## config.mk

```make
export PLATFORM = sky130hd
export DESIGN_NAME = disc_drive_tag_command_decoder
export DESIGN_NICKNAME = d
export VERILOG_FILES = /design/src/hw/drive_cmd_pkg.sv /design/src/hw/disc_drive_tag_command_decoder.sv
export VERILOG_INCLUDE_DIRS = /design/src /design/src/hw
export SDC_FILE = /design/constraint.sdc
export NUM_CORES = 1
export LEC_CHECK = 0
export BUFFER_PORTS_ARGS = -buffer_cell sky130_fd_sc_hd__buf_2
export CORE_MARGIN = 5
export CORE_UTILIZATION = 47
export DETAILED_ROUTE_END_ITERATION = 6
export GPL_ROUTABILITY_DRIVEN = 1
export GPL_TIMING_DRIVEN = 1
export PLACE_DENSITY = 0.77
export SLEW_MARGIN = 20
export SYNTH_ARGS = -nofsm -noshare
export SYNTH_HDL_FRONTEND = slang
export SYNTH_SLANG_ARGS = --single-unit
```

## constraint.sdc

```tcl
create_clock -name mclk -period 3.2 [get_ports mclk]
set_input_delay 0.64 -clock mclk [delete_from_list [all_inputs] [get_ports mclk]]
set_output_delay 0.64 -clock mclk [all_outputs]
set_load 0.1 [all_outputs]
```

## src/hw/drive_cmd_map.svh

```systemverilog
// constants for the tag bus command decoder and its register map
`ifndef DRIVE_CMD_MAP_SVH
`define DRIVE_CMD_MAP_SVH
// ==========================================
// tag codes
`define TAG_READ      4'h0
`define TAG_WRITE     4'h1
`define TAG_STATUS    4'h2
`define TAG_POSITION  4'h3
`define TAG_SEEK      4'h8
`define TAG_RECORD    4'h9
`define TAG_UNIT      4'ha
`define TAG_OFFSET    4'hd
`define TAG_CLEAR     4'he
// ==========================================
// control bus fields
`define CTL_SECTOR    5:0
`define CTL_HEAD      9:8
`define CTL_UNIT      2:0
`define CTL_CYL       8:0
`define CTL_OFS_MAG   5:0
`define CTL_OFS_NEG   6
`define CTL_CLR_ATTN  0
`define CTL_CLR_FIRST 1
`define CTL_ST_FIRST  3
`define CTL_ST_ATTN   7
// ==========================================
// register map, byte offsets
`define REG_STATUS    8'h00
`define REG_ADDRESS   8'h04
`define REG_SEEK      8'h08
`define REG_OFFSET    8'h0c
`define REG_POSITION  8'h10
`define RF_SELECTED   0
`define RF_ATTN       3:1
`define RF_FIRST      4
// ==========================================
// reset values
`define RST_ZERO16    16'h0000
`define RST_ZERO32    32'h0000_0000
`endif

```

## src/hw/drive_cmd_pkg.sv

```systemverilog
// types shared by the tag bus command decoder
package drive_cmd_pkg;
  typedef enum logic [0:0] {bus_idle, bus_acked} bus_phase_e;
  typedef struct packed {
    logic        strobe_s1;
    logic        strobe_s2;
    logic        strobe_s3;
    logic [3:0]  tag_s1;
    logic [3:0]  tag_s2;
    logic [15:0] ctl_s1;
    logic [15:0] ctl_s2;
    logic [2:0]  unit_s1;
    logic [2:0]  unit_s2;
    logic        selected;
    logic [5:0]  sector;
    logic [1:0]  head;
    logic [8:0]  cylinder;
    logic [5:0]  offset_mag;
    logic        offset_neg;
    logic [2:0]  attention;
    logic        first_status;
    logic [5:0]  cur_sector;
    logic [15:0] ctl_out;
    logic        ctl_oe;
    logic        seek_go;
    logic        offset_go;
    logic        read_go;
    logic        write_go;
    bus_phase_e  phase;
    logic [31:0] dat_o;
  } drive_state_s;
endpackage

```

## src/hw/disc_drive_tag_command_decoder.sv

```systemverilog
// tag bus command decoder with a classic wishbone register slave
`timescale 1ns/1ps
`default_nettype none
`include "drive_cmd_map.svh"

// Notes on behaviour
// - execute decoded tag command on strobe
// - command is four-bit tag code
// - control lines captured when strobe rises
// - record address loads sector from bits 5:0
// - record address loads head from bits 9:8
// - unit address enables only on match
// - unit number comes from panel selector
// - clear status bit0 clears attention flops
// - bits 0 and 1 also clear first-status
// - seek takes cylinder from bits 8:0
// - set offset takes magnitude bits 5:0
// - set offset bit6 picks direction
// - read, write, status codes return status
// - position returns sector and head bits
module disc_drive_tag_command_decoder #(
  parameter int ADDR_W = 8
) (
  input  wire logic              mclk,
  input  wire logic              nrst,
  input  wire logic              wb_cyc_i,
  input  wire logic              wb_stb_i,
  input  wire logic              wb_we_i,
  input  wire logic [ADDR_W-1:0] wb_adr_i,
  input  wire logic [3:0]        wb_sel_i,
  input  wire logic [31:0]       wb_dat_i,
  output logic      [31:0]       wb_dat_o,
  output logic                   wb_ack_o,
  input  wire logic              strobe,
  input  wire logic [3:0]        tag_lines,
  input  wire logic [15:0]       control_lines_in,
  output logic      [15:0]       control_lines_out,
  output logic                   control_lines_oe,
  input  wire logic [2:0]        unit_select,
  output logic                   unit_enabled,
  output logic      [5:0]        sector_addr,
  output logic      [1:0]        head_sel,
  output logic      [8:0]        target_cylinder,
  output logic                   seek_go,
  output logic      [5:0]        offset_mag,
  output logic                   offset_neg,
  output logic                   offset_go,
  output logic                   read_go,
  output logic                   write_go,
  output logic      [2:0]        attention,
  output logic                   first_status
);

  // ==========================================
  // state
  drive_cmd_pkg::drive_state_s r_reg;
  drive_cmd_pkg::drive_state_s r_next;

  logic strobe_rise;
  logic bus_req;
  logic bus_wr;
  logic evt_wr;
  logic pos_wr;
  logic [15:0] status_word;
  logic [15:0] position_word;
  logic returns_status;

  function automatic logic [15:0] make_word(input logic [5:0] sec,
                                            input logic [1:0] hd,
                                            input logic fst,
                                            input logic [2:0] at);
    logic [15:0] w;
    w = `RST_ZERO16;
    w[`CTL_SECTOR] = sec;
    w[`CTL_HEAD] = hd;
    w[`CTL_ST_FIRST] = fst;
    w[`CTL_ST_ATTN] = |at;
    return w;
  endfunction

  // only stage two and three feed the edge; stage one is sync only
  assign strobe_rise = r_reg.strobe_s2 & ~r_reg.strobe_s3;
  assign bus_req = wb_cyc_i & wb_stb_i & (r_reg.phase == drive_cmd_pkg::bus_idle);
  assign bus_wr = bus_req & wb_we_i & wb_sel_i[0];
  assign evt_wr = bus_wr & (wb_adr_i == `REG_STATUS);
  assign pos_wr = bus_wr & (wb_adr_i == `REG_POSITION);
  assign status_word = make_word(6'h00, 2'h0, r_reg.first_status, r_reg.attention);
  assign position_word = make_word(r_reg.cur_sector, r_reg.head, 1'b0, r_reg.attention);
  assign returns_status = (r_reg.tag_s2 == `TAG_READ) | (r_reg.tag_s2 == `TAG_WRITE) |
                          (r_reg.tag_s2 == `TAG_STATUS);

  // ==========================================
  // next state
  always_comb begin
    r_next = r_reg;
    r_next.strobe_s1 = strobe;
    r_next.strobe_s2 = r_reg.strobe_s1;
    r_next.strobe_s3 = r_reg.strobe_s2;
    r_next.tag_s1 = tag_lines;
    r_next.tag_s2 = r_reg.tag_s1;
    r_next.ctl_s1 = control_lines_in;
    r_next.ctl_s2 = r_reg.ctl_s1;
    r_next.unit_s1 = unit_select;
    r_next.unit_s2 = r_reg.unit_s1;
    r_next.seek_go = 1'b0;
    r_next.offset_go = 1'b0;
    r_next.read_go = 1'b0;
    r_next.write_go = 1'b0;
    // tag and control settle before strobe, so two-flop delay keeps them aligned
    if (strobe_rise) begin
      if (r_reg.tag_s2 == `TAG_UNIT) begin
        r_next.selected = (r_reg.ctl_s2[`CTL_UNIT] == r_reg.unit_s2);
      end else if (r_reg.selected) begin
        case (r_reg.tag_s2)
          `TAG_RECORD: begin
            r_next.sector = r_reg.ctl_s2[`CTL_SECTOR];
            r_next.head = r_reg.ctl_s2[`CTL_HEAD];
          end
          `TAG_SEEK: begin
            r_next.cylinder = r_reg.ctl_s2[`CTL_CYL];
            r_next.seek_go = 1'b1;
          end
          `TAG_OFFSET: begin
            r_next.offset_mag = r_reg.ctl_s2[`CTL_OFS_MAG];
            r_next.offset_neg = r_reg.ctl_s2[`CTL_OFS_NEG];
            r_next.offset_go = 1'b1;
          end
          `TAG_CLEAR: begin
            if (r_reg.ctl_s2[`CTL_CLR_ATTN]) begin
              r_next.attention = 3'h0;
              if (r_reg.ctl_s2[`CTL_CLR_FIRST]) begin
                r_next.first_status = 1'b0;
              end
            end
          end
          `TAG_READ: r_next.read_go = 1'b1;
          // decoded even though the service tester never sends it
          `TAG_WRITE: r_next.write_go = 1'b1;
          default: ;
        endcase
      end
    end
    // events posted by software win over a clear in the same cycle
    if (evt_wr) begin
      r_next.attention = r_next.attention | wb_dat_i[`RF_ATTN];
      r_next.first_status = r_next.first_status | wb_dat_i[`RF_FIRST];
    end
    if (pos_wr) begin
      r_next.cur_sector = wb_dat_i[`CTL_SECTOR];
    end
    // answer only while strobe stays held by the controller
    r_next.ctl_oe = 1'b0;
    r_next.ctl_out = `RST_ZERO16;
    if (r_reg.strobe_s2 & r_reg.selected) begin
      if (returns_status) begin
        r_next.ctl_oe = 1'b1;
        r_next.ctl_out = status_word;
      end else if (r_reg.tag_s2 == `TAG_POSITION) begin
        r_next.ctl_oe = 1'b1;
        r_next.ctl_out = position_word;
      end
    end
    // wishbone: one wait state, ack for exactly one cycle
    case (r_reg.phase)
      drive_cmd_pkg::bus_idle: begin
        if (bus_req) begin
          r_next.phase = drive_cmd_pkg::bus_acked;
          r_next.dat_o = `RST_ZERO32;
          case (wb_adr_i)
            `REG_STATUS: begin
              r_next.dat_o[`RF_SELECTED] = r_reg.selected;
              r_next.dat_o[`RF_ATTN] = r_reg.attention;
              r_next.dat_o[`RF_FIRST] = r_reg.first_status;
            end
            `REG_ADDRESS: begin
              r_next.dat_o[`CTL_SECTOR] = r_reg.sector;
              r_next.dat_o[`CTL_HEAD] = r_reg.head;
            end
            `REG_SEEK: r_next.dat_o[`CTL_CYL] = r_reg.cylinder;
            `REG_OFFSET: begin
              r_next.dat_o[`CTL_OFS_MAG] = r_reg.offset_mag;
              r_next.dat_o[`CTL_OFS_NEG] = r_reg.offset_neg;
            end
            `REG_POSITION: r_next.dat_o[`CTL_SECTOR] = r_reg.cur_sector;
            default: ;
          endcase
        end
      end
      drive_cmd_pkg::bus_acked: r_next.phase = drive_cmd_pkg::bus_idle;
      default: r_next.phase = drive_cmd_pkg::bus_idle;
    endcase
  end

  // ==========================================
  // registers
  always_ff @(posedge mclk or negedge nrst) begin
    if (!nrst) begin
      r_reg <= '0;
    end else begin
      r_reg <= r_next;
    end
  end

  // ==========================================
  // outputs
  assign wb_dat_o = r_reg.dat_o;
  assign wb_ack_o = (r_reg.phase == drive_cmd_pkg::bus_acked);
  assign control_lines_out = r_reg.ctl_out;
  assign control_lines_oe = r_reg.ctl_oe;
  assign unit_enabled = r_reg.selected;
  assign sector_addr = r_reg.sector;
  assign head_sel = r_reg.head;
  assign target_cylinder = r_reg.cylinder;
  assign seek_go = r_reg.seek_go;
  assign offset_mag = r_reg.offset_mag;
  assign offset_neg = r_reg.offset_neg;
  assign offset_go = r_reg.offset_go;
  assign read_go = r_reg.read_go;
  assign write_go = r_reg.write_go;
  assign attention = r_reg.attention;
  assign first_status = r_reg.first_status;
endmodule // disc_drive_tag_command_decoder
`default_nettype wire

```

==> impl_metrics.json <==
{
  "status": "finished, final reports clean",
  "ff2ff_setup_slack_ps": 1190,
  "fin_area_sq_um": 4398,
  "critPathSlowestCell": "or4_1",
  "place_area_sq_um": 4195,
  "track_usage_pct": 15.17,
  "min_period_ps": 2132,
  "drv_cap": 0,
  "synth_area_per_cell_sq_um": 13.11,
  "postCtsHoldBufs": 0,
  "r2r_end": "attention[1]",
  "synthTopCellsByCount": "97 x dfrtp_1, 74 x buf_4, 35 x mux2_2",
  "met1_usage_pct": 19.60,
  "netlist_area_sq_um": 4050,
  "ys.flop_type": "dfrtp_1",
  "path_clk_slew_ps": 90,
  "start_util_pct": 48.80,
  "grt_pass1_wl_mm": 11.92,
  "fmax_mhz": 469.0,
  "critPathMaxStageDelay_ps": 650,
  "die_w_microns": 102.8,
  "antenna_found_initial": 0,
  "path_cells": "buf_2 -> or4_1 -> nor4b_4 -> mux2_2",
  "clock_path_buffers": 2,
  "synth-seq-cells": 97,
  "grt.busiest_layer": "met2",
  "postCtsSetupBuffers": 0,
  "grt_max_degree": 60,
  "synthToLayoutAreaGrowth_pct": 8.588,
  "vdd_ir_drop_max_mv": 0.3086,
  "path_max_fanout": 12,
  "r2r-start": "wb_ack_o",
  "yosysTopAreaCellShare_pct": 59.93,
  "fin_cells": 471,
  "wl_per_cell_microns": 16.63,
  "power.density_nw_per_um2": 580.0,
  "num_vias": 2308,
  "final_util_pct": 52.99,
  "fin_crit_sh_pct": 66.64,
  "wl_mm": 7.832,
  "rows": 33,
  "dr.first_iter.drc_count": 65,
  "synth_top_area_cell": "dfrtp_1",
  "io_buffer_count": 91,
  "cp.arrival_ps": 2380,
  "fin_skew_ps": 13.23,
  "critPathRequiredTime_ps": 3450,
  "yosysSeqAreaShare_pct": 59.93,
  "maxSlewHeadroom_pct": 43.08,
  "num_antenna_cells": 0,
  "synth_warnings": 0,
  "coreArea_sq_um": 8299,
  "netlist-cell-type-count": 42,
  "p_leak_nw": 2.296,
  "synth_most_common_cell": "dfrtp_1",
  "clock_latency_ps": 360,
  "cts_sinks": 97,
  "grt_pass1_vias": 2312,
  "layout-drive-gt1-share_pct": 40.44,
  "first_pass_iters": 4,
  "grt_use_met2_pct": 23.83,
  "cts-root-buf": "clkbuf_8",
  "ys_async_sr_fraction_pct": 100.0,
  "reg2regPathDepth": 3,
  "path_class": "input port to register",
  "hold_path.class": "input port to async pin",
  "dieArea_sq_um": 10570,
  "cts_tree": "done",
  "dieHeight_microns": 102.8,
  "fin_setup_tns_ps": 0,
  "synth_edf_count": 0,
  "ant_nets": 0,
  "htreeDepth": 3,
  "dpl.hpwl_mm": 5.783,
  "drc": 0,
  "endpoint_kind": "register",
  "startpoint_type": "input port",
  "gp_congestion": 0.7360,
  "rsz0062_at_grt": "no",
  "ioPinCount": 156,
  "met3_usage_pct": 5.210,
  "synthCells": 309,
  "finalSetupViolations": 0,
  "synth.top_cells.by_area": "dfrtp_1 60%, buf_4 14%, mux2_2 9.7%, a22oi_1 1.9%, and2_1 1.1%",
  "num-nets-final": 434,
  "hold_viol": 0,
  "numPlacedInstances": 455,
  "slew_viol_final": 0,
  "cts_resized": 0,
  "globalRouteOverflowTotal": 0,
  "tightest_slew_ps": 846.1,
  "cts_buffers": 9,
  "post_drt_via_cell_ratio": 4.900
}
through the flow:
stage | worst slack, ps | hold slack (ps) | power [W]
floorplan | 877.4 | 331.2 | 0.001736
global placement | 698.3 | 331.3 | 0.001768
detailed placement | 683.6 | 334.7 | 0.001775
CTS | 1078 | 244.6 | 0.002576
global route | 1034 | 261.8 | 0.002651
finish | 1068 | 232.9 | 0.002551
report_power, final:
part           total [W]  internal, W  switching [W]
Sequential       0.00130      0.00127      0.0000280
Combinational   0.000449    0.0000617       0.000387
Clock           0.000803     0.000372       0.000430
logic make-up (layout without fill, tap and decap cells):
logic type      Yosys count  in the layout  share of synthesized area (%)
mux                      36             36                          9.978
xor+xnor                  3              3                         0.6489
buf+inv                  86            115                          14.89
other cells               1             29                        0.09259
simple gates             53             53                          8.310
flops                    97             97                          59.93
compound gates           33             33                          6.148
cells in the final DEF, fill, tap and decap left out, types with 2 or more instances in the layout:
master / instances
dfrtp_1: 97
buf_2: 90
mux2_2: 35
conb_1: 29
nand2_1: 11
a22oi_1: 10
clkbuf_8: 9
and2_1: 7
nor2_1: 6
inv_1: 5
o221ai_1: 5
o21a_1: 5
o21ai_0: 4
nor2b_1: 3
nand4_1: 3
a22o_1: 3
nor3_1: 3
nand4b_1: 3
xor2_1: 3
buf_4: 3
or3_1: 2
or4_1: 2
nor4_1: 2
clkinv_4: 2
final cells by class:
class                   instances  area [sq um]
fillers                       744          3901
flip-flops and latches         97          2427
multi-input cells             154          1125
repair buffers                 94         493.0
well taps                     105         131.4
clock buffers                  10         127.6
clock inverters                 6         75.07
inverters                       5         18.77
worst max-delay path by stage:
stage,start,end,slack (ps),cells after the start
detailed placement,wb_adr_i[2],position_word[2],680,4
CTS,wb_adr_i[2],position_word[2],1080,4
global route,wb_adr_i[2],position_word[5],1030,4
floorplan,unit_enabled,target_cylinder[0],880,5
finish,wb_adr_i[2],r_reg[57],1070,4
global placement,wb_adr_i[2],r_reg[57],700,4
worst max-delay path, delay by kind of cell:
family / cells / cell delay (ps)
buf+inv: 1 / 190
simple gates: 2 / 1150
mux: 1 / 390
layer usage:
layer	wire length [microns]	vias to the layer above
met5	0	-
met4	114	0
met3	768	9
met2	3863	100
met1	3086	1131
li1	-	1068
No activity file was read; power rests on OpenSTA's default activity.
